File: src/ceacs_defines.svh
`ifndef CEACS_DEFINES_SVH
`define CEACS_DEFINES_SVH
// Register byte addresses
`define CEACS_A_CMD 8'h00
`define CEACS_A_ARG 8'h04
`define CEACS_A_BLK 8'h08
`define CEACS_A_BYT 8'h0C
`define CEACS_A_CTRL 8'h10
`define CEACS_A_RINT 8'h14
`define CEACS_A_RESP 8'h18
`define CEACS_A_STAT 8'h1C
// Command control fields
`define CEACS_C_IDX 5:0
`define CEACS_C_RESP_EXP 6
`define CEACS_C_RESP_LONG 7
`define CEACS_C_CHK_CRC 8
`define CEACS_C_DATA_EXP 9
`define CEACS_C_WRITE 10
`define CEACS_C_WAIT_PRV 13
`define CEACS_C_CEATA_RD 22
`define CEACS_C_CCS_EXP 23
`define CEACS_C_START 31
// Control fields
`define CEACS_CT_SEND_CCSD 0
`define CEACS_CT_AUTO_STOP 1
// Raw event bits, write one to clear
`define CEACS_RI_BITS 6
`define CEACS_RI_DONE 0
`define CEACS_RI_CRC_ERR 1
`define CEACS_RI_ACD 2
`define CEACS_RI_DTO 3
`define CEACS_RI_CCS 4
`define CEACS_RI_RTO 5
// Frame constants
`define CEACS_BLK_MASK 32'h0000_FFFF
`define CEACS_FRAME_BITS 8'h30
`define CEACS_LONG_BITS 8'h88
`define CEACS_CRC_BITS 8'h28
`define CEACS_CCSD_BITS 8'h05
`define CEACS_CCSD_PAT 48'h0800_0000_0000
`define CEACS_STOP_IDX 6'h0C
`define CEACS_CRC_POLY 7'h09
`define CEACS_NCR_MAX 8'h40
`endif

File: src/ceacs_pkg.sv
`include "ceacs_defines.svh"
package ceacs_pkg;
  typedef enum logic [3:0] {
    ST_IDLE, ST_WAIT_PRV, ST_SEND, ST_RESP, ST_WAIT_CCS, ST_CCSD, ST_STOP_SEND, ST_STOP_RESP
  } ceacs_state_t;

  typedef struct packed {
    ceacs_state_t state;
    logic [31:0] cmd;
    logic [31:0] arg;
    logic [31:0] blk;
    logic [31:0] byt;
    logic send_ccsd;
    logic auto_stop;
    logic [5:0] rint;
    logic [31:0] resp;
    logic prv_busy;
    logic [2:0] cclk_sync;
    logic [1:0] cmd_sync;
    logic [1:0] dat0_sync;
    logic [47:0] sh;
    logic [7:0] cnt;
    logic got_start;
    logic [6:0] crc;
    logic [7:0] wait_cnt;
    logic cmd_out;
    logic cmd_oe;
    logic data_start;
    logic data_write;
    logic ceata_read;
    logic [31:0] rd_data;
  } ceacs_regs_t;

  function automatic logic [6:0] ceacs_crc_step(input logic [6:0] c, input logic b);
    ceacs_crc_step = {c[5:0], 1'b0} ^ ((b ^ c[6]) ? `CEACS_CRC_POLY : 7'h00);
  endfunction

  function automatic logic [47:0] ceacs_frame(input logic [5:0] idx, input logic [31:0] arg);
    logic [39:0] f;
    logic [6:0] c;
    f = {2'b01, idx, arg};
    c = 7'h00;
    for (int i = 39; i >= 0; i--) begin
      c = ceacs_crc_step(c, f[i]);
    end
    ceacs_frame = {f, c, 1'b1};
  endfunction
endpackage

File: src/ceacs_sequencer.sv
// Overview of operation
// - Direction bit 1 means write and 0 means read for the data phase.
// - Wait flag 0 sends at once; 1 holds until previous data is over.
// - Response CRC is checked only when the check flag is 1.
// - With the disable request set, the disable pattern goes to the card.
// - With auto stop also set, an internal stop follows and sets auto-done.
// - No CCS wait is made on commands that do not expect one.
`include "ceacs_defines.svh"
`timescale 1ns/1ps
`default_nettype none
module ceacs_sequencer (
  input wire logic clk,
  input wire logic reset_n,
  input wire logic [7:0] addr,
  input wire logic [31:0] wdata,
  input wire logic wr_stb,
  input wire logic rd_stb,
  output logic [31:0] rdata,
  input wire logic cclk,
  input wire logic cmd_in,
  output logic cmd_out,
  output logic cmd_oe,
  input wire logic dat0_in,
  input wire logic data_done,
  output logic data_start,
  output logic data_write,
  output logic ceata_read
);
  import ceacs_pkg::*;

  ceacs_regs_t r;
  ceacs_regs_t n;
  logic cclk_rise;
  logic cclk_fall;
  logic [47:0] cmd_frame;
  logic [47:0] stop_frame;

  assign cclk_rise = r.cclk_sync[1] & ~r.cclk_sync[2];
  assign cclk_fall = ~r.cclk_sync[1] & r.cclk_sync[2];
  assign cmd_frame = ceacs_frame(r.cmd[`CEACS_C_IDX], r.arg);
  assign stop_frame = ceacs_frame(`CEACS_STOP_IDX, 32'h0000_0000);

  always_comb begin
    logic [`CEACS_RI_BITS-1:0] set;
    logic [47:0] rx;
    logic [7:0] lim;
    set = '0;
    n = r;
    rx = {r.sh[46:0], r.cmd_sync[1]};
    lim = (r.state == ST_CCSD) ? `CEACS_CCSD_BITS : `CEACS_FRAME_BITS;
    n.cclk_sync = {r.cclk_sync[1:0], cclk};
    n.cmd_sync = {r.cmd_sync[0], cmd_in};
    n.dat0_sync = {r.dat0_sync[0], dat0_in};
    n.data_start = 1'b0;
    n.rd_data = 32'h0000_0000;
    n.data_write = r.cmd[`CEACS_C_WRITE];
    n.ceata_read = r.cmd[`CEACS_C_CEATA_RD];
    if (rd_stb) begin
      unique case (addr)
        `CEACS_A_CMD: n.rd_data = r.cmd;
        `CEACS_A_ARG: n.rd_data = r.arg;
        `CEACS_A_BLK: n.rd_data = r.blk;
        `CEACS_A_BYT: n.rd_data = r.byt;
        `CEACS_A_CTRL: n.rd_data = {30'h0000_0000, r.auto_stop, r.send_ccsd};
        `CEACS_A_RINT: n.rd_data = {26'h000_0000, r.rint};
        `CEACS_A_RESP: n.rd_data = r.resp;
        `CEACS_A_STAT: n.rd_data = {27'h000_0000, r.prv_busy, r.state};
        default: n.rd_data = 32'h0000_0000;
      endcase
    end
    if (wr_stb) begin
      unique case (addr)
        `CEACS_A_CMD: if (r.state == ST_IDLE && !r.cmd[`CEACS_C_START]) n.cmd = wdata;
        `CEACS_A_ARG: n.arg = wdata;
        `CEACS_A_BLK: n.blk = wdata & `CEACS_BLK_MASK;
        `CEACS_A_BYT: n.byt = wdata;
        `CEACS_A_CTRL: begin
          n.send_ccsd = wdata[`CEACS_CT_SEND_CCSD];
          n.auto_stop = wdata[`CEACS_CT_AUTO_STOP];
        end
        `CEACS_A_RINT: n.rint = r.rint & ~wdata[`CEACS_RI_BITS-1:0];
        default: ;
      endcase
    end
    if (data_done) begin
      set[`CEACS_RI_DTO] = 1'b1;
      n.prv_busy = 1'b0;
    end
    unique case (r.state)
      ST_IDLE, ST_WAIT_PRV: begin
        if (r.cmd[`CEACS_C_START]) begin
          if (r.cmd[`CEACS_C_WAIT_PRV] && r.prv_busy) begin
            n.state = ST_WAIT_PRV;
          end else begin
            n.state = ST_SEND;
            n.sh = cmd_frame;
            n.cnt = 8'h00;
          end
        end
      end
      ST_SEND, ST_CCSD, ST_STOP_SEND: begin
        if (cclk_fall) begin
          if (r.cnt == lim) begin
            n.cmd_oe = 1'b0;
            n.cmd_out = 1'b1;
            n.cnt = 8'h00;
            n.got_start = 1'b0;
            n.wait_cnt = 8'h00;
            n.crc = 7'h00;
            if (r.state == ST_SEND) begin
              n.cmd[`CEACS_C_START] = 1'b0;
              if (r.cmd[`CEACS_C_RESP_EXP]) begin
                n.state = ST_RESP;
              end else begin
                n.state = ST_IDLE;
                set[`CEACS_RI_DONE] = 1'b1;
              end
            end else if (r.state == ST_CCSD && r.auto_stop) begin
              n.state = ST_STOP_SEND;
              n.sh = stop_frame;
            end else if (r.state == ST_CCSD) begin
              n.state = ST_IDLE;
              n.send_ccsd = 1'b0;
              set[`CEACS_RI_DONE] = 1'b1;
            end else begin
              n.state = ST_STOP_RESP;
            end
          end else begin
            n.cmd_oe = 1'b1;
            n.cmd_out = r.sh[47];
            n.sh = {r.sh[46:0], 1'b1};
            n.cnt = r.cnt + 8'h01;
          end
        end
      end
      ST_RESP, ST_STOP_RESP: begin
        if (cclk_rise) begin
          if (!r.got_start) begin
            if (!r.cmd_sync[1]) begin
              n.got_start = 1'b1;
              n.sh = rx;
              n.cnt = 8'h01;
              n.crc = ceacs_crc_step(7'h00, 1'b0);
            end else if (r.wait_cnt == `CEACS_NCR_MAX) begin
              set[`CEACS_RI_RTO] = 1'b1;
              set[`CEACS_RI_DONE] = 1'b1;
              n.send_ccsd = 1'b0;
              n.auto_stop = 1'b0;
              n.state = ST_IDLE;
            end else begin
              n.wait_cnt = r.wait_cnt + 8'h01;
            end
          end else begin
            n.sh = rx;
            n.cnt = r.cnt + 8'h01;
            if (r.cnt < `CEACS_CRC_BITS) n.crc = ceacs_crc_step(r.crc, r.cmd_sync[1]);
            if (r.cnt + 8'h01 == ((r.state == ST_RESP && r.cmd[`CEACS_C_RESP_LONG]) ?
                `CEACS_LONG_BITS : `CEACS_FRAME_BITS)) begin
              n.resp = rx[39:8];
              if (r.state == ST_STOP_RESP) begin
                set[`CEACS_RI_ACD] = 1'b1;
                set[`CEACS_RI_DONE] = 1'b1;
                n.send_ccsd = 1'b0;
                n.auto_stop = 1'b0;
                n.state = ST_IDLE;
              end else begin
                if (r.cmd[`CEACS_C_CHK_CRC] && !r.cmd[`CEACS_C_RESP_LONG] &&
                    rx[7:1] != r.crc) set[`CEACS_RI_CRC_ERR] = 1'b1;
                if (r.cmd[`CEACS_C_DATA_EXP]) begin
                  n.data_start = 1'b1;
                  n.prv_busy = 1'b1;
                end
                if (r.cmd[`CEACS_C_CCS_EXP]) begin
                  n.state = ST_WAIT_CCS;
                end else begin
                  n.state = ST_IDLE;
                  set[`CEACS_RI_DONE] = 1'b1;
                end
              end
            end
          end
        end
      end
      ST_WAIT_CCS: begin
        if (r.send_ccsd) begin
          n.state = ST_CCSD;
          n.sh = `CEACS_CCSD_PAT;
          n.cnt = 8'h00;
        end else if (!r.prv_busy && !r.dat0_sync[1]) begin
          n.state = ST_IDLE;
          set[`CEACS_RI_CCS] = 1'b1;
          set[`CEACS_RI_DONE] = 1'b1;
        end
      end
    endcase
    n.rint = n.rint | set;
  end

  always_ff @(posedge clk or negedge reset_n) begin
    if (!reset_n) begin
      r <= '0;
    end else begin
      r <= n;
    end
  end

  assign rdata = r.rd_data;
  assign cmd_out = r.cmd_out;
  assign cmd_oe = r.cmd_oe;
  assign data_start = r.data_start;
  assign data_write = r.data_write;
  assign ceata_read = r.ceata_read;
endmodule // ceacs_sequencer
`default_nettype wire

File: config.mk
export PLATFORM = sky130hd
export DESIGN_NAME = ceacs_sequencer
export DESIGN_NICKNAME = d
export VERILOG_FILES = /design/src/ceacs_pkg.sv /design/src/ceacs_sequencer.sv
export VERILOG_INCLUDE_DIRS = /design/src
export SDC_FILE = /design/constraint.sdc
export NUM_CORES = 1
export LEC_CHECK = 0
export BUFFER_PORTS_ARGS = -buffer_cell sky130_fd_sc_hd__buf_4
export CORE_MARGIN = 5
export CORE_UTILIZATION = 65
export CTS_CLUSTER_SIZE = 16
export DETAILED_ROUTE_END_ITERATION = 7
export PLACE_DENSITY = 0.85
export SYNTH_ARGS = -nofsm -noshare
export SYNTH_HDL_FRONTEND = slang
export SYNTH_SLANG_ARGS = --single-unit
File: constraint.sdc
create_clock -name clk -period 5.4 [get_ports clk]
set_clock_uncertainty 0.2 [all_clocks]
set_input_delay 0.54 -clock clk [delete_from_list [all_inputs] [get_ports clk]]
set_output_delay 0.54 -clock clk [all_outputs]
set_load 0.01 [all_outputs]
==> impl_metrics.env <==
export IMPL_area_growth_pct=10.98
export IMPL_final_hold_violation_count=0
export IMPL_start_util_pct=66.26
export IMPL_wl_per_cell_um=22.59
export IMPL_grt_pass1_vias=9397
export IMPL_rows=51
export IMPL_worstSetupStartpoint="r[286]"
export IMPL_yosysSeqAreaShare_pct=52.61
export IMPL_route_detailed_drc=0
export IMPL_synth_edf_count=0
export IMPL_dp_hpwl_mm=19.98
export IMPL_wl_mm=31.77
export IMPL_cp_required_ns=5.61
export IMPL_overflow=0
export IMPL_antenna_found_initial=0
export IMPL_rrSetupSlack_ns=1.71
export IMPL_avgViaCountPerCell=6.483
export IMPL_finalCriticalPeriod_ns=3.688
export IMPL_reg2regPathDepth=8
export IMPL_whs_path_depth=3
export IMPL_die_w_um=151.1
export IMPL_ys_warn_count=0
export IMPL_numPortBuffers=84
export IMPL_numClockSinks=272
export IMPL_grt_use_met2_pct=46.30
export IMPL_vias=9115
export IMPL_diodes=0
export IMPL_power_density_nw_per_um2=365.2
export IMPL_clk_pin_slew_worst_paths_ns=0.06
export IMPL_use_met1_pct=38.61
export IMPL_syn_area_um2=12940
export IMPL_grt_busiest_layer="met2"
export IMPL_place_congestion=0.9259
export IMPL_fmax_ghz=0.2712
export IMPL_first_iter_violations=899
export IMPL_crit_path_frequent_cell="nand2_1"
export IMPL_synth_cell_type_count=62
export IMPL_syn_inst=1100
export IMPL_layoutNonFillerInstCount=1406
export IMPL_worstHoldEndpoint="r[152]"
export IMPL_slowest_stage="dfrtp_1"
export IMPL_dpl_cell_count=1354
export IMPL_grt_max_degree=141
export IMPL_rsz0062_at_grt="no"
export IMPL_grt_util_met3_pct=4.399
export IMPL_cts_htree_levels=1
export IMPL_ant_nets=0
export IMPL_synth_flop_cell="dfrtp_1"
export IMPL_p_leak_uw=0.006716
export IMPL_die_area_um2=22830
export IMPL_arrival_ns=3.89
export IMPL_clk_latency_ns=0.53
export IMPL_grt_pass1_wl_mm=50.96
export IMPL_r2r_end="r[132]"
export IMPL_r2r_start="r[286]"
export IMPL_hold_class="in2reg"
export IMPL_cts_buffer_depth=3
export IMPL_core_area_um2=19530
export IMPL_slew_violations=0
export IMPL_path_class="reg2reg"
export IMPL_track_usage_pct=28.37
export IMPL_worst_slack_ns=1.712
export IMPL_synth_nets=1151
export IMPL_ctsResizeCount=0
export IMPL_drive_gt1_share_pct=24.10
export IMPL_cts_tree="done"
export IMPL_die_h_um=151.1
export IMPL_worst_setup_path_end_kind="register"
export IMPL_dr_pass1_iters=8
export IMPL_cts_made_buffers=27
export IMPL_startpoint_type="register"
export IMPL_post_place_ws_ns=1.796
export IMPL_min_from="data_done"
export IMPL_critical_path_max_stage_delay_ns=0.63
export IMPL_min_period_over_period_pct=68.30
export IMPL_critical_path_max_fanout=35
export IMPL_syn_avg_cell_area_um2=11.76
export IMPL_root_buffer="clkbuf_16"
export IMPL_cap_violations=0
export IMPL_io_pins=85
export IMPL_slew_headroom_pct=20.43
export IMPL_async_reset_ff_share_pct=100.0
export IMPL_tns_ns=0
export IMPL_setup_violations=0
export IMPL_status="finished clean"
export IMPL_layout_nets=1173
export IMPL_post_cts_buffers=0
export IMPL_ys_ff_latch=272
export IMPL_tightest_slew_ns=1.191
export IMPL_ir_worst_vdd_mv=0.2787
export IMPL_crit_chain="nand2_1, nor2_1, nand2_1, or4b_1, a21oi_1, and3_1, buf_4, mux2_1"
==> through the flow <==
| stage | power [µW] | utilization, % | area, µm² | hold slack [ns] |
|---|---|---|---|---|
| floorplan | 3119 | - | 12940 | 0.04441 |
| detailed placement | 3423 | 69.01 | 13470 | 0.1371 |
| finish | 5243 | 73.53 | 14360 | 0.02395 |
| global placement | 3383 | 69.01 | 13470 | 0.1325 |
| CTS | 5243 | 73.53 | 14360 | 0.02042 |
| global route | 5447 | 73.53 | 14360 | 0.03413 |
==> worst max-delay path, delay by kind of cell (launching register included) <==
| family | cells | cell delay (ns) |
|---|---|---|
| simple gates | 5 | 1.45 |
| flops | 1 | 0.63 |
| buf+inv | 1 | 0.47 |
| compound gates | 1 | 0.40 |
| mux | 1 | 0.39 |
==> how the worst max path moves through the flow <==
stage,slack [ns],end,cells after the start
detailed placement,1.80,r[132],8
floorplan,2.33,r[132],11
CTS,1.79,r[132],8
global route,1.52,r[63],6
global placement,1.92,r[133],8
finish,1.71,r[132],8
==> what timing repair did <==
item	in CTS	in global routing
endpoints found under the setup margin	0	0
hold buffers	4	0
hold endpoints to repair	132	0
==> state kept, by name, summed over array words and instances (netlist names) <==
register / flops
data_write: 1
data_start: 1
ceata_read: 1
r: 191
cmd_frame: 38
rdata: 32
cmd_oe: 1
cmd_out: 1
n: 6
==> cell type report <==
class | instances | area, µm²
flip-flops and latches | 272 | 6807
multi-input cells | 714 | 5565
fillers | 1290 | 5169
repair buffers | 101 | 788.3
clock buffers | 41 | 758.2
well taps | 265 | 331.6
clock inverters | 7 | 85.08
inverters | 6 | 22.52
==> logic make-up after synthesis <==
kind of cell / Yosys count / synth area share (%)
muxes: 152 / 13.19
xor gates and xnor gates: 75 / 7.360
adders and majority gates: 3 / 0.2902
and+or+nand+nor: 204 / 7.669
buffers and inverters: 114 / 4.449
AOI/OAI and AO/OA: 280 / 14.43
DFF: 272 / 52.61
==> Yosys cell counts (5+ instances only) <==
cell      instances  area share (%)
nand2b_1          7            0.34
xor2_1           15             1.0
dfrtp_1         272              53
a22o_1            6            0.41
nand2_1          95             2.8
xnor3_1          11             1.9
buf_1            11            0.32
a22oi_1          92             5.3
o21ai_1          45             1.7
nor2b_1           8            0.39
a21oi_1          36             1.4
inv_1             6            0.17
a31oi_1          13            0.63
a31o_2            7            0.47
nor2_1           22            0.64
a222oi_1          9            0.70
and3_1           15            0.73
mux2_1           32             2.8
nor3_1            5            0.19
buf_2             7            0.27
nand3_1          18            0.70
buf_4            35             2.0
mux2_2          116              10
and2_1            8            0.39
xnor2_1          37             2.5
clkbuf_1         54             1.6
o21ai_0          35             1.4
o31ai_1           8            0.46
==> routing by layer <==
layer | vias to the layer above | wire length (µm)
met5 | - | 0
li1 | 4020 | -
met4 | 0 | 1119
met3 | 90 | 2456
met1 | 4580 | 12480
met2 | 425 | 15710
==> layout by cell type (no fill, tap or decap), drive strengths merged, types with 8 or more instances in the layout <==
master and count:
dfrtp 272, mux2 148, buf 97, nand2 95, a22oi 92, o21ai 80, xnor2 41, clkbuf 41
a21oi 36, nor2 23, nand3 18, xor2 16, and3 15, xnor3 14, a31oi 13, a222oi 9
and2 8, nor2b 8, o31ai 8
==> where the power goes <==
part | leakage (µW) | switching [µW] | internal, µW
combinational | 0.00258 | 616 | 489
sequential | 0.00373 | 145 | 2170
clock | 0.000415 | 760 | 1060
(Power assumes the default switching activity.)
